===== src/logic/scr_defines.svh =====
`ifndef SCR_DEFINES_SVH
`define SCR_DEFINES_SVH

// ----------------------------------------
// register map
// ----------------------------------------
`define SCR_ADDR_W 1
`define SCR_OFS_CLOCK_AND_DIVIDER_CONTROL 1'h0
`define SCR_OFS_IRQ_TIMEBASE_WATCHDOG_CONTROL 1'h1

// ----------------------------------------
// reset values and masks
// ----------------------------------------
`define SCR_CLOCK_AND_DIVIDER_CONTROL_RESET 8'h00
`define SCR_IRQ_TIMEBASE_WATCHDOG_CONTROL_RESET 8'h8a
`define SCR_CLOCK_AND_DIVIDER_CONTROL_MASK 8'h47

// ----------------------------------------
// field positions
// ----------------------------------------
`define SCR_BIT_CLK_SRC 0
`define SCR_BIT_XTAL_LP 1
`define SCR_BIT_DIV_PIN 2
`define SCR_BIT_DIV_CLK 6
`define SCR_EDGE_HI 7
`define SCR_EDGE_LO 6
`define SCR_TB_HI 5
`define SCR_TB_LO 4
`define SCR_WDT_HI 3
`define SCR_WDT_LO 0

// ----------------------------------------
// codes
// ----------------------------------------
`define SCR_WDT_OFF_CODE 4'ha
`define SCR_WDT_ON_CODE 4'h5
`define SCR_TB_BASE_EXP 5'h0a

`endif


===== src/logic/scr_pkg.sv =====
package scr_pkg;
    typedef enum logic [1:0] {
        SCR_EDGE_NONE = 2'b00,
        SCR_EDGE_RISE = 2'b01,
        SCR_EDGE_FALL = 2'b10,
        SCR_EDGE_BOTH = 2'b11
    } scr_edge_t;

    typedef enum logic [1:0] {
        SCR_OSC_INTERNAL_FAST_RC_LXT = 2'b00,
        SCR_OSC_HXT = 2'b01,
        SCR_OSC_ERC = 2'b10,
        SCR_OSC_INTERNAL_FAST_RC = 2'b11
    } scr_osc_cfg_t;

    typedef enum logic [1:0] {
        SCR_INTERNAL_FAST_RC_4M = 2'b00,
        SCR_INTERNAL_FAST_RC_8M = 2'b01,
        SCR_INTERNAL_FAST_RC_12M = 2'b10,
        SCR_INTERNAL_FAST_RC_RSVD = 2'b11
    } scr_internal_fast_rc_freq_t;
endpackage


===== src/logic/scr_ctl_decode.sv =====
`timescale 1ns/10ps
`include "scr_defines.svh"

// ----------------------------------------
// control decode from register values
// ----------------------------------------
module scr_ctl_decode (
    input wire logic [7:0] clock_and_divider_control_i,
    input wire logic [7:0] irq_timebase_watchdog_control_i,
    input wire scr_pkg::scr_osc_cfg_t osc_cfg_i,
    input wire logic wdt_cfg_on_i,
    output logic clk_from_xtal_o,
    output logic internal_fast_rc_stop_o,
    output logic wdt_run_o,
    output logic edge_rise_o,
    output logic edge_fall_o,
    output logic [4:0] tb_exp_o
);
    logic clk_sel_valid;
    logic [1:0] edge_sel;
    logic [1:0] tb_sel;

    always_comb begin
        // clock source only counts in the combined rc plus slow crystal setup
        clk_sel_valid = (osc_cfg_i == scr_pkg::SCR_OSC_INTERNAL_FAST_RC_LXT);
        clk_from_xtal_o = clk_sel_valid && clock_and_divider_control_i[`SCR_BIT_CLK_SRC];
        internal_fast_rc_stop_o = clk_from_xtal_o;
        // off only when option off and code matches exactly
        wdt_run_o = wdt_cfg_on_i ||
            (irq_timebase_watchdog_control_i[`SCR_WDT_HI:`SCR_WDT_LO] != `SCR_WDT_OFF_CODE);
        edge_sel = irq_timebase_watchdog_control_i[`SCR_EDGE_HI:`SCR_EDGE_LO];
        edge_rise_o = edge_sel[0];
        edge_fall_o = edge_sel[1];
        tb_sel = irq_timebase_watchdog_control_i[`SCR_TB_HI:`SCR_TB_LO];
        tb_exp_o = `SCR_TB_BASE_EXP + {3'h0, tb_sel};
    end
endmodule


===== src/logic/scr_system_control_regs.sv =====
// Chosen here: the register addresses and the address-and-strobe port.
`timescale 1ns/10ps
`include "scr_defines.svh"

// ----------------------------------------
// Notes on behaviour
// - slow crystal power bit 0 means quick start, 1 means low current.
// - clock source 0 runs the system from the fast rc, 1 from the slow crystal with rc off.
// - clock source only acts under the combined fast rc plus slow crystal option.
// - edge field 00 off, 01 rising, 10 falling, 11 both edges.
// - time base period is 2^10..2^13 timer clocks for codes 00..11.
// - watchdog is off only for code 1010; 0101 is the suggested enable code.
// - the always-on watchdog option overrides the enable code.
// - watchdog and time base clocks come from the oscillators besides the system clock.
// - fast rc runs at a fixed 4, 8 or 12 MHz chosen by option.
// - divider clock select 0 picks timer 0, 1 picks timer 1.
// - power-on clears the slow crystal power bit.
// ----------------------------------------
module scr_system_control_regs (
    input wire logic CLOCK_I,
    input wire logic RESET_I,
    input wire logic [`SCR_ADDR_W-1:0] ADDR_I,
    input wire logic [7:0] WDATA_I,
    input wire logic WR_I,
    input wire logic RD_I,
    output logic [7:0] RDATA_O,
    input wire scr_pkg::scr_osc_cfg_t OSC_CFG_I,
    input wire scr_pkg::scr_internal_fast_rc_freq_t INTERNAL_FAST_RC_FREQ_CFG_I,
    input wire logic WDT_CFG_ON_I,
    input wire logic WDT_OSC_CLK_I,
    input wire logic TIMER0_OUT_I,
    input wire logic TIMER1_OUT_I,
    output logic SYS_CLK_FROM_XTAL_O,
    output logic INTERNAL_FAST_RC_STOP_O,
    output logic [1:0] INTERNAL_FAST_RC_FREQ_O,
    output logic SLOW_CRYSTAL_POWER_MODE_O,
    output logic DIVIDER_PIN_SELECT_O,
    output logic DIVIDER_CLOCK_SELECT_O,
    output logic DIVIDER_SRC_O,
    output logic WDT_RUN_O,
    output logic WDT_CLK_O,
    output logic TB_CLK_O,
    output logic IRQ_EDGE_RISE_O,
    output logic IRQ_EDGE_FALL_O,
    output logic [4:0] TB_PERIOD_EXP_O
);
    // ----------------------------------------
    // state
    // ----------------------------------------
    typedef struct packed {
        logic [7:0] clock_and_divider_control;
        logic [7:0] irq_timebase_watchdog_control;
        logic [7:0] rdata;
        logic t0_s1;
        logic t0_s2;
        logic t1_s1;
        logic t1_s2;
        logic wc_s1;
        logic wc_s2;
    } scr_state_t;

    scr_state_t st;
    scr_state_t next_st;
    logic clk_from_xtal;
    logic internal_fast_rc_stop;
    logic wdt_run;
    logic e_rise;
    logic e_fall;
    logic [4:0] tb_exp;

    scr_ctl_decode u_dec (
        .clock_and_divider_control_i(st.clock_and_divider_control),
        .irq_timebase_watchdog_control_i(st.irq_timebase_watchdog_control),
        .osc_cfg_i(OSC_CFG_I),
        .wdt_cfg_on_i(WDT_CFG_ON_I),
        .clk_from_xtal_o(clk_from_xtal),
        .internal_fast_rc_stop_o(internal_fast_rc_stop),
        .wdt_run_o(wdt_run),
        .edge_rise_o(e_rise),
        .edge_fall_o(e_fall),
        .tb_exp_o(tb_exp)
    );

    // ----------------------------------------
    // next state
    // ----------------------------------------
    always_comb begin
        next_st = st;
        // pins outside the clock domain pass two flops
        next_st.t0_s1 = TIMER0_OUT_I;
        next_st.t0_s2 = st.t0_s1;
        next_st.t1_s1 = TIMER1_OUT_I;
        next_st.t1_s2 = st.t1_s1;
        next_st.wc_s1 = WDT_OSC_CLK_I;
        next_st.wc_s2 = st.wc_s1;
        next_st.rdata = 8'h00;
        if (WR_I) begin
            case (ADDR_I)
                `SCR_OFS_CLOCK_AND_DIVIDER_CONTROL: begin
                    next_st.clock_and_divider_control = WDATA_I & `SCR_CLOCK_AND_DIVIDER_CONTROL_MASK;
                end
                `SCR_OFS_IRQ_TIMEBASE_WATCHDOG_CONTROL: begin
                    next_st.irq_timebase_watchdog_control = WDATA_I;
                end
                default: begin
                    next_st.clock_and_divider_control = st.clock_and_divider_control;
                end
            endcase
        end
        if (RD_I) begin
            case (ADDR_I)
                `SCR_OFS_CLOCK_AND_DIVIDER_CONTROL: begin
                    next_st.rdata = st.clock_and_divider_control;
                end
                `SCR_OFS_IRQ_TIMEBASE_WATCHDOG_CONTROL: begin
                    next_st.rdata = st.irq_timebase_watchdog_control;
                end
                default: begin
                    next_st.rdata = 8'h00;
                end
            endcase
        end
        if (RESET_I) begin
            next_st = '0;
            next_st.clock_and_divider_control = `SCR_CLOCK_AND_DIVIDER_CONTROL_RESET;
            next_st.irq_timebase_watchdog_control = `SCR_IRQ_TIMEBASE_WATCHDOG_CONTROL_RESET;
        end
    end

    always_ff @(posedge CLOCK_I) begin
        st <= next_st;
    end

    // ----------------------------------------
    // outputs
    // ----------------------------------------
    always_comb begin
        RDATA_O = st.rdata;
        SYS_CLK_FROM_XTAL_O = clk_from_xtal;
        INTERNAL_FAST_RC_STOP_O = internal_fast_rc_stop;
        // reserved code falls back to the lowest rate, a safe choice
        INTERNAL_FAST_RC_FREQ_O = (INTERNAL_FAST_RC_FREQ_CFG_I == scr_pkg::SCR_INTERNAL_FAST_RC_RSVD) ?
            2'h0 : INTERNAL_FAST_RC_FREQ_CFG_I;
        SLOW_CRYSTAL_POWER_MODE_O = st.clock_and_divider_control[`SCR_BIT_XTAL_LP];
        DIVIDER_PIN_SELECT_O = st.clock_and_divider_control[`SCR_BIT_DIV_PIN];
        DIVIDER_CLOCK_SELECT_O = st.clock_and_divider_control[`SCR_BIT_DIV_CLK];
        DIVIDER_SRC_O = st.clock_and_divider_control[`SCR_BIT_DIV_CLK] ? st.t1_s2 : st.t0_s2;
        WDT_RUN_O = wdt_run;
        // sampled oscillator level, so only oscillators well below 20 MHz pass
        WDT_CLK_O = st.wc_s2 && wdt_run;
        TB_CLK_O = st.wc_s2;
        IRQ_EDGE_RISE_O = e_rise;
        IRQ_EDGE_FALL_O = e_fall;
        TB_PERIOD_EXP_O = tb_exp;
    end
endmodule


===== config.mk =====
export PLATFORM = sky130hd
export DESIGN_NAME = scr_system_control_regs
export DESIGN_NICKNAME = d
export VERILOG_FILES = /design/src/logic/scr_pkg.sv /design/src/logic/scr_ctl_decode.sv /design/src/logic/scr_system_control_regs.sv
export VERILOG_INCLUDE_DIRS = /design/src /design/src/logic
export SDC_FILE = /design/constraint.sdc
export NUM_CORES = 1
export LEC_CHECK = 0
export BUFFER_PORTS_ARGS = -buffer_cell sky130_fd_sc_hd__buf_2
export CAP_MARGIN = 20
export CORE_MARGIN = 1
export CORE_UTILIZATION = 25
export CTS_CLUSTER_SIZE = 14
export DETAILED_ROUTE_END_ITERATION = 10
export MAX_ROUTING_LAYER = met4
export PLACE_DENSITY = 0.49
export SYNTH_ARGS = -nofsm -noshare
export SYNTH_HDL_FRONTEND = slang
export SYNTH_SLANG_ARGS = --single-unit

===== constraint.sdc =====
create_clock -name CLOCK_I -period 1.05 [get_ports CLOCK_I]
set_clock_uncertainty 0.15 [all_clocks]
set_input_delay 0.0525 -clock CLOCK_I [delete_from_list [all_inputs] [get_ports CLOCK_I]]
set_output_delay 0.0525 -clock CLOCK_I [all_outputs]
set_load 0.1 [all_outputs]

==> results.py, run 1 <==
metrics = {
    "status": {
        "status": "finished, violations left",
        "violations": "setup timing",
    },
    "setup_path": {
        "worst-path-buf-inv": 1,
        "r2r-end": "st[19]$_SDFFE_PP0P_",
        "crit_type": "reg2out",
        "r2r-start": "st[19]$_SDFFE_PP0P_",
        "reg2reg_depth": 4,
        "cp-end-kind": "output port",
        "crit_family": "simple AND/OR/NAND/NOR gates",
        "startpoint": "st[16]$_SDFFE_PP0P_",
        "cp_max_fo": 2,
        "path_cells": "nor3b_2, nand3b_1, and2_4, buf_12",
        "slowest_delay_ns": 0.33,
        "worstSetupStartpointType": "flop",
        "cp_slowest_cell": "dfxtp_2",
        "cp.arrival_ns": 1.21,
        "worstPathRequired_ns": 0.85,
        "ff2ff_setup_slack_ns": 0.07,
    },
    "clock_network": {
        "htree_levels": 1,
        "numCtsBuffers": 3,
        "clk_path_buf_depth": 2,
        "clock-sinks": 26,
        "clock_latency_ns": 0.27,
        "clockRootBuffer": "clkbuf_8",
        "cts_tree": "yes",
        "clk_pin_slew_worst_paths_ns": 0.09,
    },
    "synthesis": {
        "synthTopCellsByArea": "dfxtp_1 (50%), buf_4 (10%), mux2i_1 (7.7%)",
        "synth_compound_area_share_pct": 2.41,
        "synth_edf_count": 0,
        "yosys.cell_types.count": 19,
        "muxShareOfSynthArea_pct": 8.81,
        "synth.net_count": 131,
        "yosysMostFrequentCell": "dfxtp_1",
        "async_flop_share_pct": 0,
        "synth_area_per_cell_um2": 9.43,
        "synth_common_cells": "dfxtp_1 (26), nand2_1 (18), buf_4 (14), nor2_1 (9)",
        "synth_top_area_share_pct": 50.2,
        "synth_top_family_by_area": "simple AND/OR/NAND/NOR gates",
        "yosysSeqAreaShare_pct": 50.2,
        "synth-simple-area-share_pct": 24.4,
        "synthesis.area_mm2": 0.00104,
        "ys_ff_latch": 26,
        "ys_warn_count": 0,
        "yosys.area.top_type": "dfxtp_1",
        "synth_fa_ha_area_share_pct": 0,
        "synthXorXnorAreaFrac_pct": 0,
        "synth_cells": 110,
        "synth-main-ff-cell": "dfxtp_1",
    },
    "timing": {
        "drv_slew": 0,
        "layout_min_cycle_time_ns": 1.41,
        "setup_viol": 8,
        "fin_hold_ws_ns": 0.0168,
        "grt_setup_unrepaired": "yes",
        "finalHoldViolCount": 0,
        "max_freq_mhz": 709,
        "worst_slack_ns": -0.360,
        "tns_ns": -1.66,
        "fin_crit_sh_pct": 134,
    },
    "power": {
        "power_frac_comb_pct": 29.9,
        "pwr-share-seq_pct": 43.9,
        "power_density_mw_per_mm2": 1250,
        "p_int_mw": 1.65,
        "p_switching_mw": 0.755,
        "pwr-share-clk_pct": 26.1,
        "ir_drop_v": 0.00114,
        "p_total_mw": 2.41,
        "p_sw_share_pct": 31.4,
        "leakage_nw": 0.856,
    },
    "drt": {
        "drcViolationCount": 0,
        "ant_nets": 0,
        "wl_per_cell_um": 10.7,
        "vias": 889,
        "finalWirelength_mm": 2.29,
        "detail_route.iter0.violations": 27,
        "drtPass1Iterations": 3,
        "vias_per_cell": 4.13,
    },
    "grt": {
        "grt_pass1_vias": 861,
        "grt_antenna_before_repair": 0,
        "overflow": 0,
        "grt_pass1_wl_mm": 3.80,
        "grtUsageTotal_pct": 11.9,
        "grt_max_degree": 15,
    },
    "final_layout": {
        "syn_to_final_growth_pct": 85.5,
        "seqCellArea_um2": 561,
        "fin_nets": 187,
        "fillCellCount": 378,
        "drive_above_1_share_pct": 50.9,
        "antenna_cells": 0,
        "fin_util_pct": 48.1,
        "instances_no_fill": 215,
        "multi_input_area_um2": 414,
    },
    "floorplanning": {
        "dieArea_mm2": 0.00441,
        "die_height_um": 66.4,
        "initial_core_util_pct": 25.9,
        "row_count": 23,
        "die-width_um": 66.4,
        "coreArea_mm2": 0.00400,
        "ios": 47,
    },
    "placement": {
        "gp_congestion": 0.738,
        "port-buffer-count": 44,
        "dpl.cell_count": 193,
        "hpwlAfterDp_mm": 1.74,
    },
    "run": {
        "drv_cap": 0,
    },
    "worst_hold_path": {
        "hold_class": "in2reg",
        "hold_path.startpoint": "RESET_I",
        "hold_depth": 3,
        "min_to": "RDATA_O[4]$_SDFF_PP0_",
    },
}
[registers in the layout, indices dropped and copies added, names as in the netlist]
name / cells
RDATA_O: 8
DIVIDER_CLOCK_SELECT_O: 1
st: 14
SLOW_CRYSTAL_POWER_MODE_O: 1
TB_CLK_O: 1
DIVIDER_PIN_SELECT_O: 1
[what timing repair did]
action | 4_1_cts | 5_1_grt
pin swaps | 2 | 2
buffers inserted | 1 | 3
resized for setup | 4 | 11
hold endpoints to repair | 21 | 0
cloned | 0 | 0
hold buffers | 15 | 0
setup endpoints to repair | 10 | 18
[cell families after synthesis]
logic type | after synthesis
buffers and inverters | 19
and+or+nand+nor | 49
other | 2
muxes | 9
DFF | 26
AOI/OAI and AO/OA | 5
[power by group through the flow]
stage | Sequential [mW] | Combinational, mW | Clock, mW
floorplan | 1.15 | 0.364 | 0
global route | 1.06 | 0.752 | 0.702
detailed placement | 1.08 | 0.662 | 0
CTS | 1.06 | 0.713 | 0.656
finish | 1.06 | 0.720 | 0.629
global placement | 1.08 | 0.659 | 0
[tightest hold or removal path: stages]
cell and delay (ns):
buf_2 0.13, nor2_1 0.07, and2_1 0.14
[stage by stage]
step	setup WS, ns	instance area (um^2)
after detailed placement	-0.0640	1660
after CTS	-0.367	1880
after global placement	-0.0682	1660
after global routing	-0.457	1920
final	-0.360	1920
after floorplan	-0.940	1100
[worst max-delay path by stage]
stage | end | slack [ns] | cells past startpoint
4_1_cts | WDT_CLK_O | -0.37 | 4
3_5_place_dp | WDT_CLK_O | -0.06 | 4
6_report | WDT_CLK_O | -0.36 | 4
3_3_place_gp | WDT_CLK_O | -0.07 | 4
5_1_grt | WDT_CLK_O | -0.46 | 4
2_1_floorplan | WDT_CLK_O | -0.94 | 3
[metal layers]
layer | wire (um) | share of wire, % | global-route usage (%)
met1 | 932 | 41 | 13.0
met2 | 1230 | 54 | 21.2
met3 | 121 | 5.3 | 3.79
met4 | 11 | 0.48 | 2.39
met5 | 0 | 0 | -
[layout by cell type (no fill, tap or decap), drive strengths merged]
cell          instances
buf                  54
dfxtp                26
nand2                18
dlygate4sd3          14
nor2                  9
mux2i                 8
nor2b                 8
a21oi                 5
and2                  5
nand3b                4
clkbuf                4
conb                  2
nor3b                 2
nand2b                2
clkinvlp              1
mux2                  1
nor3                  1
dlymetal6s4s          1
[layout make-up]
| class | count | area share [%] |
|---|---|---|
| clock buffer | 4 | 2.86 |
| multi-input combinational | 65 | 21.5 |
| inverter | 1 | 0.390 |
| timing repair buffer | 69 | 42.8 |
| sequential | 26 | 29.1 |
| tap | 50 | 3.25 |
No activity file was read; power rests on OpenSTA's default activity.
==> inputs of run 2 (changes only) <==
- BUFFER_PORTS_ARGS: -buffer_cell sky130_fd_sc_hd__buf_2 -> unset
- CORE_UTILIZATION: 25 -> 59
- DONT_BUFFER_PORTS: unset -> 1
- HOLD_SLACK_MARGIN: unset -> 0.15
- PLACE_DENSITY: 0.49 -> 0.76
==> run 2 against run 1 <==
The run now fails in clock tree synthesis (4_1_cts). Synthesized area unchanged. Synthesized cell count unchanged.
==> results.py, run 2 <==
metrics = {
    "clock_network": {
        "clockRootBuffer": "clkbuf_4",
        "cts_setup_buffers": 8,
        "clock-sinks": 26,
        "htree_levels": 1,
        "hold_buffers": 15,
        "cts_resized": 25,
        "clk_path_buf_depth": 2,
        "numCtsBuffers": 3,
    },
    "synthesis": {
        "synth_edf_count": 0,
        "ys_warn_count": 0,
        "yosysMostFrequentCell": "dfxtp_1",
        "synth_area_per_cell_um2": 9.43,
        "synth_top_area_share_pct": 50.2,
        "yosys.area.top_type": "dfxtp_1",
        "yosysSeqAreaShare_pct": 50.2,
        "synth_common_cells": "dfxtp_1 (26), nand2_1 (18), buf_4 (14), nor2_1 (9)",
        "ys_ff_latch": 26,
        "synth-main-ff-cell": "dfxtp_1",
        "synth.net_count": 131,
        "yosys.cell_types.count": 19,
        "synthesis.area_mm2": 0.00104,
        "synthTopCellsByArea": "dfxtp_1 (50%), buf_4 (10%), mux2i_1 (7.7%)",
        "async_flop_share_pct": 0,
        "synth_cells": 110,
    },
    "placement": {
        "hpwlAfterDp_mm": 1.73,
        "port-buffer-count": 0,
        "gp_congestion": 0.844,
    },
    "floorplanning": {
        "die_height_um": 43.9,
        "initial_core_util_pct": 65.8,
        "ios": 47,
        "row_count": 14,
        "die-width_um": 43.9,
    },
    "status": {
        "status": "aborted with a tool error",
        "stop_stage": "clock tree synthesis (4_1_cts)",
        "error_line": "[ERROR DPL-0038] Utilization greater than 100%, impossible to legalize",
    },
}
-- run 2: through the flow --
stage	cell area, um^2	setup WS (ns)	hold slack (ns)	util (%)	instances
2_1_floorplan	1100	-0.940	0.0261	-	110
3_3_place_gp	1390	-0.0127	-0.0337	87.9	134
3_5_place_dp	1390	-0.0192	-0.0293	87.9	134
-- run 2: cells by family after synthesis --
logic type / Yosys count / synth area share (%)
AOI/OAI and AO/OA: 5 / 2.41
buffers and inverters: 19 / 13.5
DFF: 26 / 50.2
muxes: 9 / 8.81
other: 2 / 0.724
and+or+nand+nor: 49 / 24.4
==> inputs of run 3 (changes only) <==
- CORE_AREA: unset -> 2 2 63 65
- CORE_MARGIN: 1 -> unset
- CORE_UTILIZATION: 59 -> unset
- CTS_CLUSTER_SIZE: 14 -> unset
- DIE_AREA: unset -> 0 0 65 67
- HOLD_SLACK_MARGIN: 0.15 -> unset
- MAX_ROUTING_LAYER: met4 -> unset
- PLACE_DENSITY: 0.76 -> unset
- PLACE_DENSITY_LB_ADDON: unset -> 0.15
==> run 3 against run 2 <==
The flow now finishes, with violations (setup timing).
==> results.py, run 3 (synthesis gave the netlist of run 1 again) <==
metrics = {
    "status": {
        "status": "finished, violations left",
        "violations": "setup timing",
    },
    "final_layout": {
        "max_flop_register": "st",
        "layout_common_cells": "nand2_1 (18), buf_12 (18), dfxtp_1 (14)",
        "antenna_cells": 0,
        "fin_nets": 161,
        "fillCellCount": 344,
        "instances_no_fill": 187,
        "syn_to_final_growth_pct": 65.1,
        "drive_above_1_share_pct": 37.4,
        "fin_util_pct": 47.5,
        "largest_reg_flops": 14,
    },
    "timing": {
        "fin_crit_sh_pct": 130,
        "layout_min_cycle_time_ns": 1.36,
        "setup_viol": 7,
        "tns_ns": -1.46,
        "slew_headroom_pct": 56.5,
        "max_freq_mhz": 734,
        "grt_setup_unrepaired": "yes",
        "worst_slack_ns": -0.313,
        "tightest_slew_ns": 0.651,
        "finalHoldViolCount": 0,
        "drv_slew": 0,
    },
    "placement": {
        "port-buffer-count": 0,
        "gp_congestion": 0.723,
        "dpl.cell_count": 166,
        "pre_cts_ws_ns": -0.0288,
        "hpwlAfterDp_mm": 1.57,
    },
    "setup_path": {
        "worstPathRequired_ns": 0.85,
        "r2r-end": "DIVIDER_CLOCK_SELECT_O$_SDFFE_PP0P_",
        "worstSetupStartpointType": "flop",
        "ff2ff_setup_slack_ns": 0.07,
        "crit_type": "reg2out",
        "crit_end": "WDT_CLK_O",
        "cp-end-kind": "output port",
        "r2r-start": "DIVIDER_CLOCK_SELECT_O$_SDFFE_PP0P_",
        "reg2reg_depth": 3,
        "cp.arrival_ns": 1.16,
        "cp_max_fo": 2,
        "startpoint": "st[15]$_SDFFE_PP1P_",
    },
    "floorplanning": {
        "initial_core_util_pct": 28.8,
        "row_count": 22,
        "die-width_um": 65,
        "ios": 47,
        "coreArea_mm2": 0.00361,
        "die_height_um": 67,
        "dieArea_mm2": 0.00436,
    },
    "power": {
        "power_density_mw_per_mm2": 1350,
        "p_total_mw": 2.31,
        "ir_drop_v": 0.00112,
        "leakage_nw": 0.747,
    },
    "clock_network": {
        "clk_pin_slew_worst_paths_ns": 0.08,
        "numCtsBuffers": 3,
        "clock-sinks": 26,
        "clk_path_buf_depth": 2,
        "clock_latency_ns": 0.26,
        "clockRootBuffer": "clkbuf_8",
        "cts_tree": "yes",
        "htree_levels": 1,
    },
    "drt": {
        "highest_layer": "met4",
        "wl_met1_um": 904,
        "drcViolationCount": 0,
        "drtPass1Iterations": 2,
        "vias": 769,
        "ant_nets": 0,
        "finalWirelength_mm": 2.22,
        "routed-wl-met3_um": 180,
        "detail_route.iter0.violations": 11,
        "vias_per_cell": 4.11,
        "wl_per_cell_um": 11.9,
        "wl_met2_mm": 1.10,
    },
    "grt": {
        "grt_max_degree": 20,
        "grt_antenna_before_repair": 0,
        "grtUsageTotal_pct": 11.3,
        "grt_pass1_wl_mm": 3.76,
        "overflow": 0,
        "grt_pass1_vias": 813,
    },
    "worst_hold_path": {
        "hold_class": "in2reg",
    },
    "run": {
        "drv_cap": 0,
    },
}
[run 3: what timing repair did]
item | CTS | global route
setup buffers | 2 | 1
cloned | 0 | 0
resized for setup | 14 | 10
hold endpoints to repair | 26 | 0
hold buffers | 15 | 0
setup endpoints to repair | 10 | 36
[run 3: worst max-delay path: stages (launching register included)]
cell      delay, ns
dfxtp_1        0.32
nor3b_2        0.15
nand3b_1       0.10
and2_4         0.34
[run 3: area by class of cell]
cell class	instances	area [um^2]	area share (%)
Timing Repair Buffer	43	626	36.5
Multi-Input combinational cell	65	414	24.2
Inverter	1	7.51	0.438
Clock buffer	4	55.1	3.21
Tap cell	48	60.1	3.51
Sequential cell	26	551	32.1
[run 3: metal layers]
| metal | GRT usage, % | up-vias |
|---|---|---|
| li1 | - | 390 |
| met4 | 1.60 | 0 |
| met1 | 12.4 | 345 |
| met3 | 4.56 | 4 |
| met5 | 0 | - |
| met2 | 20.9 | 30 |
[run 3: how the worst min path moves through the flow]
| stage | end | startpoint | slack (ns) | depth (start not counted) |
|---|---|---|---|---|
| global placement | st[20]$_SDFFE_PP0P_ | RESET_I | -0.03 | 1 |
| floorplan | st[21]$_SDFFE_PP1P_ | WDATA_I[7] | 0.03 | 2 |
| global route | st[16]$_SDFFE_PP0P_ | ADDR_I | 0.03 | 3 |
| detailed placement | SLOW_CRYSTAL_POWER_MODE_O$_SDFFE_PP0P_ | RESET_I | -0.03 | 1 |
| CTS | st[16]$_SDFFE_PP0P_ | ADDR_I | 0.01 | 3 |
| finish | st[16]$_SDFFE_PP0P_ | ADDR_I | 0.0002 | 3 |
[run 3: stage by stage]
| step | hold slack [ns] | instance area, um^2 |
|---|---|---|
| detailed placement | -0.0296 | 1430 |
| global route | 0.0343 | 1710 |
| floorplan | 0.0261 | 1100 |
| CTS | 0.0124 | 1700 |
| finish | 0.000212 | 1710 |
| global placement | -0.0332 | 1430 |
[run 3: power breakdown]
| group | internal [mW] | switching [mW] |
|---|---|---|
| Clock | 0.335 | 0.291 |
| Combinational | 0.227 | 0.399 |
| Sequential | 1.02 | 0.0329 |
==> inputs of run 4 (changes only) <==
- ABC_AREA: unset -> 1
==> run 4 against run 3 <==
Core utilization up 4.2 points. The run still ends with setup timing left. Hold slack better by 0.093 ns. Critical path type unchanged. Critical path depth up 2. Sequential power about the same. Combinational power up 28%. Register-to-register slack worse by 0.02 ns. Synthesized cell count up 27%. Flip-flop and latch count unchanged. Die area unchanged. First-iteration DRC count down 45%. Synthesized area up 2.8%.
==> results.py, run 4 <==
metrics = {
    "floorplanning": {
        "dieArea_mm2": 0.00436,
        "ios": 47,
        "initial_core_util_pct": 29.6,
        "die_height_um": 67,
        "row_count": 22,
        "coreArea_mm2": 0.00361,
        "die-width_um": 65,
    },
    "timing": {
        "fin_crit_sh_pct": 130,
        "worst_slack_ns": -0.315,
        "setup_viol": 7,
        "drv_slew": 0,
        "grt_setup_unrepaired": "yes",
        "finalHoldViolCount": 0,
        "max_freq_mhz": 733,
        "layout_min_cycle_time_ns": 1.36,
    },
    "synthesis": {
        "synth-main-ff-cell": "dfxtp_1",
        "yosysMostFrequentCell": "nor2_1",
        "ys_ff_latch": 26,
        "synth-simple-area-share_pct": 26.6,
        "yosys.area.top_type": "dfxtp_1",
        "yosys.cell_types.count": 16,
        "async_flop_share_pct": 0,
        "synth_area_per_cell_um2": 7.61,
        "synth_cells": 140,
        "ys_warn_count": 0,
        "synthesis.area_mm2": 0.00107,
        "synth_common_cells": "nor2_1 (32), dfxtp_1 (26), nand2_1 (21), inv_1 (19), buf_4 (14)",
        "synth_compound_area_share_pct": 4.69,
        "synthTopCellsByArea": "dfxtp_1 (49%), nor2_1 (11%), buf_4 (9.9%)",
        "muxShareOfSynthArea_pct": 0,
        "synth_top_family_by_area": "simple AND/OR/NAND/NOR gates",
        "synthXorXnorAreaFrac_pct": 0,
        "synth.net_count": 161,
        "yosysSeqAreaShare_pct": 48.8,
        "synth_fa_ha_area_share_pct": 0,
        "synth_top_area_share_pct": 48.8,
        "synth_edf_count": 0,
    },
    "final_layout": {
        "final_area_mm2": 0.00187,
        "fillCellCount": 344,
        "seqCellArea_um2": 553,
        "multi_input_area_um2": 409,
        "layout_common_cells": "nor2_1 (28), buf_12 (22), nand2_1 (19)",
        "fin_nets": 198,
        "largest_reg_flops": 14,
        "antenna_cells": 0,
        "layout_commonest_cell": "nor2_1",
        "fin_util_pct": 51.7,
        "syn_to_final_growth_pct": 75.0,
        "max_flop_register": "st",
        "drive_above_1_share_pct": 39.2,
    },
    "clock_network": {
        "clock-sinks": 26,
        "htree_levels": 1,
        "clockRootBuffer": "clkbuf_8",
        "cts_tree": "yes",
        "clock_latency_ns": 0.26,
        "clk_path_buf_depth": 2,
        "clk_pin_slew_worst_paths_ns": 0.09,
        "numCtsBuffers": 3,
    },
    "placement": {
        "hpwlAfterDp_mm": 1.79,
        "gp_congestion": 0.734,
        "port-buffer-count": 0,
        "placed_area_mm2": 0.00158,
        "pre_cts_ws_ns": -0.0691,
    },
    "status": {
        "status": "finished, violations left",
        "violations": "setup timing",
    },
    "grt": {
        "grt_antenna_before_repair": 0,
        "grtUsageTotal_pct": 12.0,
        "overflow": 0,
        "grt_pass1_vias": 937,
        "grt_max_degree": 15,
        "grt_pass1_wl_mm": 4.03,
    },
    "power": {
        "leakage_nw": 0.844,
        "power_density_mw_per_mm2": 1300,
        "ir_drop_v": 0.000618,
    },
    "drt": {
        "detail_route.iter0.violations": 6,
        "drcViolationCount": 0,
        "finalWirelength_mm": 2.32,
        "vias_per_cell": 4.16,
        "ant_nets": 0,
        "wl_per_cell_um": 10.3,
        "drtPass1Iterations": 4,
        "vias": 932,
    },
    "setup_path": {
        "ff2ff_setup_slack_ns": 0.05,
        "cp_max_fo": 2,
        "r2r-start": "st[16]$_SDFFE_PP0P_",
        "slowest_delay_ns": 0.33,
        "crit_end": "WDT_RUN_O",
        "worstSetupStartpointType": "flop",
        "path_cells": "inv_2, nand3_2, nor2_4, clkinvlp_4, buf_12",
        "cp-end-kind": "output port",
        "crit_type": "reg2out",
        "cp.arrival_ns": 1.16,
        "startpoint": "st[16]$_SDFFE_PP0P_",
        "worstPathRequired_ns": 0.85,
        "cp_slowest_cell": "dfxtp_2",
        "reg2reg_depth": 4,
        "r2r-end": "st[16]$_SDFFE_PP0P_",
    },
    "worst_hold_path": {
        "hold_class": "in2reg",
    },
    "run": {
        "drv_cap": 0,
    },
}
[run 4: cell types whose count changed in the layout (fill, tap and decap cells not counted), moves of 5 or more]
cell and delta:
nor2_1 +19, inv_1 +13, mux2i_1 -8, nor2b_1 -6
inv_2 +5, nor2_4 +5, o21ai_0 +5
[run 4: cells by family (layout without fill, tap and decap cells)]
kind of cell,count (synthesis),after routing
and+or+nand+nor,65,65
buffers and inverters,37,73
AOI/OAI and AO/OA,10,10
DFF,26,26
other,2,2
[run 4: metrics by stage]
step / hold slack [ns] / TNS (ns) / power [mW] / cells
final: 0.0933 / -1.35 / 2.43 / 224
after global routing: 0.116 / -1.70 / 2.54 / 224
after CTS: 0.132 / -4.62 / 2.46 / 224
after detailed placement: -0.0302 / -0.0691 / 1.80 / 202
after global placement: -0.0320 / -0.0340 / 1.80 / 202
after floorplan: -0.0359 / -1.69 / 1.62 / 140
[run 4: layout make-up]
cell class	instances	share of cell area [%]
clock buffer	3	2.21
clock inverter	1	0.201
timing repair buffer	47	37.4
multi-input combinational	77	21.9
sequential	26	29.6
tap	48	3.22
inverter	22	5.37
[run 4: power by group]
group | switching, mW | internal (mW) | total, mW | leakage (nW)
clock network | 0.290 | 0.261 | 0.551 | 0.0231
registers | 0.0471 | 1.04 | 1.08 | 0.219
logic | 0.508 | 0.289 | 0.797 | 0.601
[run 4: timing repair]
action / CTS / global route
pin swaps: 1 / 0
setup buffers: 3 / 0
endpoints found under the hold margin: 26 / 0
hold buffers: 15 / 0
gates resized for setup: 17 / 11
setup endpoints to repair: 11 / 30
[run 4: worst min path at each step]
| stage | from | end | slack (ns) | depth (start not counted) |
|---|---|---|---|---|
| after floorplan | RESET_I | TB_CLK_O$_SDFF_PP0_ | -0.04 | 1 |
| after global placement | RESET_I | TB_CLK_O$_SDFF_PP0_ | -0.03 | 1 |
| after detailed placement | RESET_I | TB_CLK_O$_SDFF_PP0_ | -0.03 | 1 |
| after CTS | INTERNAL_FAST_RC_FREQ_CFG_I[0] | INTERNAL_FAST_RC_FREQ_O[1] | 0.13 | 2 |
| after global routing | RESET_I | st[4]$_SDFF_PP0_ | 0.12 | 2 |
| final | RESET_I | st[4]$_SDFF_PP0_ | 0.09 | 2 |
[run 4: metal layers]
metal | vias up | wire length (um) | GRT usage, %
li1 | 474 | - | -
met1 | 421 | 845 | 12.5
met2 | 31 | 1270 | 22.6
met3 | 6 | 160 | 3.38
met4 | 0 | 41 | 5.05
met5 | - | 0 | 0
[run 4: critical path: cells and delay by family (launching register included)]
family	cells	cell delay (ns)
flip-flops	1	0.33
buffers and inverters	3	0.34
AND/OR/NAND/NOR	2	0.22
